[config.mk]
export PLATFORM = sky130hd
export DESIGN_NAME = sei_flag_core
export DESIGN_NICKNAME = d
export VERILOG_FILES = /design/src/sei_pin_sync.v /design/src/sei_req_gen.v /design/src/sei_flag_core.v
export VERILOG_INCLUDE_DIRS = /design/src
export SDC_FILE = /design/constraint.sdc
export NUM_CORES = 1
export LEC_CHECK = 0
export ABC_CLOCK_PERIOD_IN_PS = 1600
export BUFFER_PORTS_ARGS = -buffer_cell sky130_fd_sc_hd__buf_4
export CAP_MARGIN = 5
export CORE_UTILIZATION = 30
export DETAILED_ROUTE_END_ITERATION = 16
export PLACE_DENSITY = 0.64
export SYNTH_ARGS = -nofsm -noshare
export SYNTH_HDL_FRONTEND = slang
export SYNTH_SLANG_ARGS = --single-unit
[constraint.sdc]
create_clock -name clk -period 1.6 [get_ports clk]
set_input_delay 0.16 -clock clk [delete_from_list [all_inputs] [get_ports clk]]
set_output_delay 0.16 -clock clk [all_outputs]
set_load 0.02 [all_outputs]
[src/sei_regs.vh]
/*
 * Constants for the SPI status, error and request block: flag bit
 * positions, reset values and clear masks.
 * Assumes inclusion by its bare name from the sei_* design files.
 */
`ifndef SEI_REGS_VH
`define SEI_REGS_VH

// ----------------------------------------------------------------
// Status flag positions (status_flag_register layout)
// ----------------------------------------------------------------
`define SEI_FLAG_W      8
`define SEI_TXE         0
`define SEI_RX_NOT_EMPTY_FLAG        1
`define SEI_SSF         2
`define SEI_SSR         3
`define SEI_UD          4
`define SEI_OV          5
`define SEI_SLAVE_SELECT_ERROR_FLAG       6
`define SEI_MODE_FAULT_FLAG        7

// ----------------------------------------------------------------
// Reset values and masks
// ----------------------------------------------------------------
`define SEI_FLAGS_RST   8'h01
`define SEI_CLR_MASK    8'hFE
`define SEI_SYNC_RST    1'b1

`endif

[src/sei_pin_sync.v]
/*
 * Three-flop synchroniser for pins from outside the clock domain.
 * A new level is passed on once the second and third flops agree.
 * Assumes clk and a synchronous active-high reset.
 */
`timescale 1ns/1ps
`include "sei_regs.vh"

module sei_pin_sync #(
    parameter WIDTH = 3
) (
    input  wire             clk,
    input  wire             sys_rst,
    input  wire [WIDTH-1:0] pinIn,
    output wire [WIDTH-1:0] pinLvl
);

    reg [WIDTH-1:0] s1_reg;
    reg [WIDTH-1:0] s2_reg;
    reg [WIDTH-1:0] s3_reg;
    reg [WIDTH-1:0] lvl_reg;
    genvar i;

    // ----------------------------------------------------------------
    // Flop chain; first stage feeds only the second
    // ----------------------------------------------------------------
    always @(posedge clk) begin
        if (sys_rst) begin
            s1_reg <= {WIDTH{`SEI_SYNC_RST}};
            s2_reg <= {WIDTH{`SEI_SYNC_RST}};
            s3_reg <= {WIDTH{`SEI_SYNC_RST}};
        end else begin
            s1_reg <= pinIn;
            s2_reg <= s1_reg;
            s3_reg <= s2_reg;
        end
    end

    // Per-bit agreement filter, a glitch of one cycle never passes
    generate
        for (i = 0; i < WIDTH; i = i + 1) begin : gAgree
            always @(posedge clk) begin
                if (sys_rst) begin
                    lvl_reg[i] <= `SEI_SYNC_RST;
                end else if (s2_reg[i] == s3_reg[i]) begin
                    lvl_reg[i] <= s3_reg[i];
                end
            end
        end
    endgenerate

    assign pinLvl = lvl_reg;

endmodule // sei_pin_sync

[src/sei_req_gen.v]
/*
 * Interrupt and DMA request generation from the status flags.
 * Assumes flags come from registers in the same clock domain.
 */
`timescale 1ns/1ps
`include "sei_regs.vh"

module sei_req_gen (
    input  wire [`SEI_FLAG_W-1:0] flags,
    input  wire [`SEI_FLAG_W-1:0] irqEnable,
    input  wire                   txDmaEnable,
    input  wire                   rxDmaEnable,
    output wire                   irqRequest,
    output wire                   txDmaRequest,
    output wire                   rxDmaRequest
);

    // ----------------------------------------------------------------
    // One shared level request, held while any enabled flag is set
    // ----------------------------------------------------------------
    assign irqRequest   = |(flags & irqEnable);

    // Two independent DMA requests, each behind its own enable
    assign txDmaRequest = txDmaEnable & flags[`SEI_TXE];
    assign rxDmaRequest = rxDmaEnable & flags[`SEI_RX_NOT_EMPTY_FLAG];

endmodule // sei_req_gen

[src/sei_flag_core.v]
/*
 * SPI status, error, interrupt and DMA request logic with a minimal
 * slave frame tracker (MSB first, sample on the leading clock edge).
 * Assumes the master shift engine sits outside and reports frame
 * start/done with received data; the link clock and select are pins.
 */
`timescale 1ns/1ps
`include "sei_regs.vh"

module sei_flag_core #(
    parameter FRAME_W = 8
) (
    input  wire                   clk,
    input  wire                   sys_rst,
    input  wire                   spiEnable,
    input  wire                   masterMode,
    input  wire                   cpol,
    input  wire                   csPin_n,
    input  wire                   sckPin,
    input  wire                   mosiPin,
    output wire                   misoOut,
    output wire                   misoOe_n,
    input  wire                   masterFrameStart,
    input  wire                   masterFrameDone,
    input  wire [FRAME_W-1:0]     masterRxData,
    output wire [FRAME_W-1:0]     txShiftData,
    input  wire                   modeFaultEvent,
    input  wire                   dataWrite,
    input  wire [FRAME_W-1:0]     dataWriteData,
    input  wire                   dataRead,
    output wire [FRAME_W-1:0]     dataReadData,
    input  wire                   flagClearWrite,
    input  wire [`SEI_FLAG_W-1:0] flagClearData,
    input  wire [`SEI_FLAG_W-1:0] irqEnable,
    input  wire                   txDmaEnable,
    input  wire                   rxDmaEnable,
    output wire [`SEI_FLAG_W-1:0] statusFlags,
    output wire                   busy,
    output wire                   slaveSelected,
    output wire                   irqRequest,
    output wire                   txDmaRequest,
    output wire                   rxDmaRequest
);

    // Bit counter is wide enough to hold FRAME_W itself
    localparam CNT_W = $clog2(FRAME_W + 1);
    localparam [CNT_W-1:0] CNT_ZERO = {CNT_W{1'b0}};
    localparam [CNT_W-1:0] CNT_ONE  = {{(CNT_W-1){1'b0}}, 1'b1};
    localparam integer     LAST_BIT = FRAME_W - 1;
    localparam [CNT_W-1:0] CNT_LAST = LAST_BIT[CNT_W-1:0];

    // ----------------------------------------------------------------
    // Pin synchronisation and edge detection
    // ----------------------------------------------------------------
    wire [2:0] pinLvl;
    wire       csLvl;
    wire       sckLvl;
    wire       mosiLvl;

    sei_pin_sync #(
        .WIDTH (3)
    ) uPinSync (
        .clk     (clk),
        .sys_rst (sys_rst),
        .pinIn   ({mosiPin, sckPin, csPin_n}),
        .pinLvl  (pinLvl)
    );

    assign csLvl   = pinLvl[0];
    assign sckLvl  = pinLvl[1];
    assign mosiLvl = pinLvl[2];

    reg                   csPrev_reg;
    reg                   sckPrev_reg;
    reg [`SEI_FLAG_W-1:0] flags_reg;
    reg [`SEI_FLAG_W-1:0] flags_next;
    reg [FRAME_W-1:0]     txBuf_reg;
    reg [FRAME_W-1:0]     txShift_reg;
    reg [FRAME_W-1:0]     rxShift_reg;
    reg [FRAME_W-1:0]     rxData_reg;
    reg [CNT_W-1:0]       bitCnt_reg;
    reg                   loaded_reg;
    reg                   misoOe_n_reg;

    // Previous synchronised levels, reset to idle so no edge is seen
    // With cpol low the first level drop after reset looks like a trailing
    // edge; it is harmless because nothing shifts while deselected
    always @(posedge clk) begin
        if (sys_rst) begin
            csPrev_reg  <= `SEI_SYNC_RST;
            sckPrev_reg <= `SEI_SYNC_RST;
        end else begin
            csPrev_reg  <= csLvl;
            sckPrev_reg <= sckLvl;
        end
    end

    wire csFall   = csPrev_reg & ~csLvl;
    wire csRise   = ~csPrev_reg & csLvl;
    wire sckMove  = sckLvl ^ sckPrev_reg;
    wire sckLead  = sckMove & (sckLvl != cpol);
    wire sckTrail = sckMove & (sckLvl == cpol);

    // ----------------------------------------------------------------
    // Frame events
    // ----------------------------------------------------------------
    wire slaveMode   = spiEnable & ~masterMode;
    wire masterOn    = spiEnable & masterMode;
    wire slaveActive = slaveMode & ~csLvl;
    wire cntZero     = (bitCnt_reg == CNT_ZERO);
    wire txFull      = ~flags_reg[`SEI_TXE];

    // A select error only counts while bits of a frame have been taken
    wire slave_select_error_flag      = slaveMode & csRise & ~cntZero;
    wire slvStart   = slaveActive & sckLead & cntZero;
    wire slvDone    = slaveActive & sckLead & (bitCnt_reg == CNT_LAST);
    wire underflow  = slvStart & ~loaded_reg;
    // Loading is kept off the first edge so underflow and load never clash
    wire slvLoad    = slaveActive & cntZero & ~loaded_reg & txFull & ~sckLead;
    wire mstLoad    = masterOn & masterFrameStart & txFull;
    wire txLoad     = slvLoad | mstLoad;
    wire frameDone  = slvDone | (masterOn & masterFrameDone);
    wire [FRAME_W-1:0] slvWord = {rxShift_reg[FRAME_W-2:0], mosiLvl};
    wire [FRAME_W-1:0] rxWord  = masterMode ? masterRxData : slvWord;

    // ----------------------------------------------------------------
    // Slave bit counter and frame ownership
    // ----------------------------------------------------------------
    always @(posedge clk) begin
        if (sys_rst) begin
            bitCnt_reg <= CNT_ZERO;
            loaded_reg <= 1'b0;
        end else if (!slaveActive || slave_select_error_flag) begin
            // Error or deselect abandons the frame: back to unselected
            bitCnt_reg <= CNT_ZERO;
            loaded_reg <= 1'b0;
        end else if (slvDone) begin
            bitCnt_reg <= CNT_ZERO;
            loaded_reg <= 1'b0;
        end else begin
            // Next select low starts cleanly from bit zero
            if (sckLead) begin
                bitCnt_reg <= bitCnt_reg + CNT_ONE;
            end
            if (slvLoad || slvStart) begin
                loaded_reg <= 1'b1;
            end
        end
    end

    // ----------------------------------------------------------------
    // Transmit path: buffer, shifter and MISO drive
    // ----------------------------------------------------------------
    always @(posedge clk) begin
        if (sys_rst) begin
            txBuf_reg <= {FRAME_W{1'b0}};
        end else if (dataWrite) begin
            txBuf_reg <= dataWriteData;
        end
    end

    // Underflow sends zeros; the shifter is emptied after every slave frame so
    // that no leftover bit of an old word leads an unloaded frame
    always @(posedge clk) begin
        if (sys_rst) begin
            txShift_reg <= {FRAME_W{1'b0}};
        end else if (txLoad) begin
            txShift_reg <= txBuf_reg;
        end else if (underflow) begin
            txShift_reg <= {FRAME_W{1'b0}};
        end else if (slvDone || slave_select_error_flag) begin
            txShift_reg <= {FRAME_W{1'b0}};
        end else if (slaveActive && sckTrail && !cntZero) begin
            txShift_reg <= {txShift_reg[FRAME_W-2:0], 1'b0};
        end
    end

    // MISO is driven only while this slave is selected
    always @(posedge clk) begin
        if (sys_rst) begin
            misoOe_n_reg <= 1'b1;
        end else begin
            misoOe_n_reg <= ~slaveActive;
        end
    end

    // ----------------------------------------------------------------
    // Receive path
    // ----------------------------------------------------------------
    always @(posedge clk) begin
        if (sys_rst) begin
            rxShift_reg <= {FRAME_W{1'b0}};
        end else if (slaveActive && sckLead) begin
            rxShift_reg <= slvWord;
        end
    end

    // New data always lands, unread data is simply lost
    always @(posedge clk) begin
        if (sys_rst) begin
            rxData_reg <= {FRAME_W{1'b0}};
        end else if (frameDone) begin
            rxData_reg <= rxWord;
        end
    end

    // ----------------------------------------------------------------
    // Status flags; every hardware set except transmit empty beats a same-cycle clear
    // ----------------------------------------------------------------
    wire [`SEI_FLAG_W-1:0] clrHits =
        (flagClearWrite ? ~flagClearData : {`SEI_FLAG_W{1'b0}}) & `SEI_CLR_MASK;

    always @* begin
        flags_next = flags_reg & ~clrHits;
        // Transmit empty: a data write wins, the buffer holds new data
        if (txLoad) begin
            flags_next[`SEI_TXE] = 1'b1;
        end
        if (dataWrite) begin
            flags_next[`SEI_TXE] = 1'b0;
        end
        if (dataRead) begin
            flags_next[`SEI_RX_NOT_EMPTY_FLAG] = 1'b0;
        end
        if (frameDone) begin
            flags_next[`SEI_RX_NOT_EMPTY_FLAG] = 1'b1;
        end
        if (frameDone && flags_reg[`SEI_RX_NOT_EMPTY_FLAG]) begin
            flags_next[`SEI_OV] = 1'b1;
        end
        if (underflow) begin
            flags_next[`SEI_UD] = 1'b1;
        end
        if (slave_select_error_flag) begin
            flags_next[`SEI_SLAVE_SELECT_ERROR_FLAG] = 1'b1;
        end
        if (slaveMode && csFall) begin
            flags_next[`SEI_SSF] = 1'b1;
        end
        if (slaveMode && csRise) begin
            flags_next[`SEI_SSR] = 1'b1;
        end
        if (modeFaultEvent) begin
            flags_next[`SEI_MODE_FAULT_FLAG] = 1'b1;
        end
    end

    // Flag register; reset leaves only the transmit-empty flag set
    always @(posedge clk) begin
        if (sys_rst) begin
            flags_reg <= `SEI_FLAGS_RST;
        end else begin
            flags_reg <= flags_next;
        end
    end

    // ----------------------------------------------------------------
    // Requests toward interrupt and DMA controllers
    // ----------------------------------------------------------------
    // Requests are combinational levels of the flag register
    sei_req_gen uReqGen (
        .flags        (flags_reg),
        .irqEnable    (irqEnable),
        .txDmaEnable  (txDmaEnable),
        .rxDmaEnable  (rxDmaEnable),
        .irqRequest   (irqRequest),
        .txDmaRequest (txDmaRequest),
        .rxDmaRequest (rxDmaRequest)
    );

    // ----------------------------------------------------------------
    // Outputs
    // ----------------------------------------------------------------
    // MISO shows the shifter MSB; misoOe_n decides whether it reaches the pin
    assign misoOut       = txShift_reg[FRAME_W-1];
    assign misoOe_n      = misoOe_n_reg;
    assign txShiftData   = txShift_reg;
    assign dataReadData  = rxData_reg;
    assign statusFlags   = flags_reg;
    // Busy lets software wait out the last slave frame before disabling; in master mode it only shows a full transmit buffer
    assign busy          = txFull | loaded_reg | ~cntZero;
    assign slaveSelected = slaveActive;

endmodule // sei_flag_core

==> results.md <==
* Post-synth ARST share at 0%
* Worst-Margin Slew at 0.422 ns
* Leak at 1.70 nW
* Starting Density at 31.3%
* Die Footprint at 8510 um2
* Final Wtd Congestion at 0.763
* Critical Path RT at 1.85 ns
* Post-Syn Area at 2440 um2
* Vias in the first global route at 2186
* Layout cell share with drive strength beyond 1 at 52.7%
* CTS tree: done
* Final setup fails at 21
* Max VDD drop at 0.682 mV
* CP endpoint kind: flip-flop
* Setup WS pre-CTS at -0.302 ns
* R2R cell count at 8
* DRT iter0 DRCs at 73
* CP Class: flip-flop to flip-flop
* Worst r2r dst: txShiftData[1]
* GRT Overall Usage at 15.7%
* First-pass GRT wire length at 10200 um
* Outcome: complete, but fails checks
* Placed cell count at 446
* CTS Buf Count at 9
* Clock skew at 0.0120 ns
* Slowest CP cell: dfxtp_2
* Worst-path maximum fanout at 4
* Cells after synthesis at 250
* Crit path DAT at 2.04 ns
* Total gr overflow at 0
* Fmax at 0.557 GHz
* Crit path launch: bitCnt_reg[0]
* Register area share after synthesis at 48.3%
* Post-DP HPWL at 4370 um
* R2R Setup Slk at -0.19 ns
* Failing checks: setup timing
* Main flop type after synthesis: dfxtp_1
* Synth Area per Inst at 9.78 um2
* Clock sink count at 59
* Root buf cell: clkbuf_8
* Slew HR at 71.9%
* Worst Setup EP: txShiftData[1]
* Post-route ant nets at 0
* # rows at 32
* Max cap viols at 0
* Die span in y at 92.3 um
* Core area at 7810 um2
* Worst r2r src: bitCnt_reg[0]
* Detailed Route WL at 6310 um
* Synth cell types at 41
* Pwr Total at 3.28 mW
* Final Hold Viols at 0
* Reg area at 1190 um2
* Max clock buf depth at 2
* Via count at 2199
* Initial DRT Pass Iterations at 4
* NumNets Final at 419
* Unrepaired setup endpoints after global routing: true
* Hold Crit Class: input pin to flip-flop
* Synth warn at 0
* Port bufs at 77
* Number of enable flip-flop cells after synthesis at 0
* Ports at 79
* Final Critical Period at 1.79 ns
* Finished Layout Cells at 476
* Final setup margin at -0.195 ns
* Max Slew Vio Count at 0
* # fillers at 726
* Initial antenna violation count at 0
* Antenna cell count at 0
* Tcrit/Tclk final at 112%
* Clk slew on worst S/H paths at 0.07 ns
* Syn Nets at 300
* Worst-path cell chain: inv_2 -> ha_4 -> nor4b_4 -> buf_6 -> a311oi_4 -> buf_4 -> o21ai_2 -> a221oi_2
* Die width at 92.3 um
* Total power per unit cell area at 833 nW/um2
* DRC errors left at 0
* Avg WL per Cell at 13.3 um
* Vias per cell at 4.62
* Largest net degree at the start of global routing at 36
* Clock H-tree levels at 3
* Worst path max stage delay at 0.38 ns
* Post-synthesis register bit count at 59
* Setup crit start kind: flip-flop
* Clk Latency, worst-skew pair at 0.34 ns
* Multi-input logic area at 1380 um2
* Synth-to-Final Area Change at 61.0%
==> stage by stage <==
| step | hold slack [ns] | TNS [ns] | utilization [%] | cell area, um2 |
|---|---|---|---|---|
| 2_1_floorplan | 0.264 | -1.59 | - | 2540 |
| 3_3_place_gp | 0.345 | -2.75 | 43.7 | 3410 |
| 3_5_place_dp | 0.348 | -3.29 | 43.7 | 3410 |
| 4_1_cts | 0.00562 | -1.42 | 48.5 | 3780 |
| 5_1_grt | 0.0113 | -3.35 | 50.4 | 3940 |
| 6_report | 0.0283 | -1.79 | 50.4 | 3940 |
==> worst min-delay path by stage <==
stage,slack [ns],startpoint,to,cells past startpoint
2_1_floorplan,0.26,csPin_n,uPinSync.s1_reg[0],1
3_3_place_gp,0.34,mosiPin,uPinSync.s1_reg[2],2
3_5_place_dp,0.35,mosiPin,uPinSync.s1_reg[2],2
4_1_cts,0.006,sckPin,uPinSync.s1_reg[1],2
5_1_grt,0.01,sckPin,uPinSync.s1_reg[1],2
6_report,0.03,sckPin,uPinSync.s1_reg[1],2
==> final cells by class <==
cell class	instances	share of cell area [%]
Clock buffer	10	3.50
Clock inverter	6	1.62
Inverter	14	1.53
Multi-Input combinational cell	166	35.0
Sequential cell	59	30.3
Tap cell	102	3.24
Timing Repair Buffer	119	24.8
==> layer usage <==
layer | wire (um) | part of all wire (%) | up-vias | global-route usage (%)
li1 | - | - | 1119 | -
met1 | 2750 | 44 | 1026 | 18.1
met2 | 3230 | 51 | 41 | 26.8
met3 | 205 | 3.2 | 13 | 4.15
met4 | 126 | 2.0 | 0 | 7.42
met5 | 0 | 0 | - | 0
==> cell families (layout without fill, tap and decap cells) <==
kind of cell	Yosys count	after routing	share of synthesized area [%]
flip-flops	59	59	48.3
AND/OR/NAND/NOR	82	82	18.0
buffers and inverters	26	149	4.91
adder cells (fa/ha/maj)	2	2	1.02
multiplexers	23	23	9.42
XOR/XNOR	3	3	1.07
AO/OA/AOI/OAI	55	56	17.3
==> Yosys cell counts (all sizes together), types with 5 or more instances <==
cell | count | area (um2)
or2 | 13 | 81.3
clkbuf | 7 | 26.3
o21ai | 14 | 70.1
nand2 | 14 | 52.6
a21oi | 10 | 50.1
dfxtp | 59 | 1180
nor2 | 34 | 128
a221oi | 7 | 105
a211oi | 9 | 80.1
mux2i | 23 | 230
inv | 13 | 48.8
buf | 5 | 36.3
==> cells in the final DEF (no fill, tap or decap), types with 2 or more instances in the layout <==
| master | n |
|---|---|
| a221oi_2 | 7 |
| nand2b_1 | 2 |
| dfxtp_2 | 5 |
| clkinvlp_4 | 2 |
| nor2_2 | 2 |
| and2_1 | 2 |
| clkbuf_8 | 10 |
| a311oi_4 | 2 |
| or2_4 | 2 |
| inv_1 | 11 |
| clkinv_2 | 2 |
| buf_6 | 11 |
| a21oi_1 | 7 |
| buf_12 | 3 |
| nor2_1 | 32 |
| or2_2 | 11 |
| dfxtp_1 | 53 |
| nand4_1 | 3 |
| mux2i_1 | 23 |
| nand2_1 | 9 |
| nand2_4 | 2 |
| a22oi_1 | 4 |
| nand3_1 | 4 |
| a31oi_1 | 2 |
| nand2_8 | 2 |
| buf_4 | 103 |
| xor2_1 | 2 |
| o21ai_1 | 6 |
| dlygate4sd3_1 | 2 |
| ha_4 | 2 |
| or3b_4 | 2 |
| a211oi_2 | 8 |
| o21ai_0 | 6 |
| o21bai_1 | 3 |
| a21oi_2 | 3 |
==> critical path, delay by kind of cell, from the launching register on <==
kind	cells	cell delay [ns]
buffers and inverters	3	0.38
adder cells (fa/ha/maj)	1	0.15
flip-flops	1	0.38
AND/OR/NAND/NOR	1	0.13
AO/OA/AOI/OAI	3	0.66
==> power by group <==
| part | switching [mW] | internal (mW) | leakage, nW | total, mW |
|---|---|---|---|---|
| Clock | 0.626 | 0.761 | 0.0987 | 1.39 |
| Combinational | 0.162 | 0.198 | 1.12 | 0.359 |
| Sequential | 0.0264 | 1.51 | 0.482 | 1.53 |
==> repair_timing <==
action                     in CTS  in global routing
gates cloned                    1                  0
hold endpoints to repair        2                  0
pin swaps                      16                 11
resized for setup              27                 29
hold buffers                    2                  0
setup buffers                   7                  6
setup endpoints to repair      20                 32
Note: power is estimated with default switching activity, not from simulation.
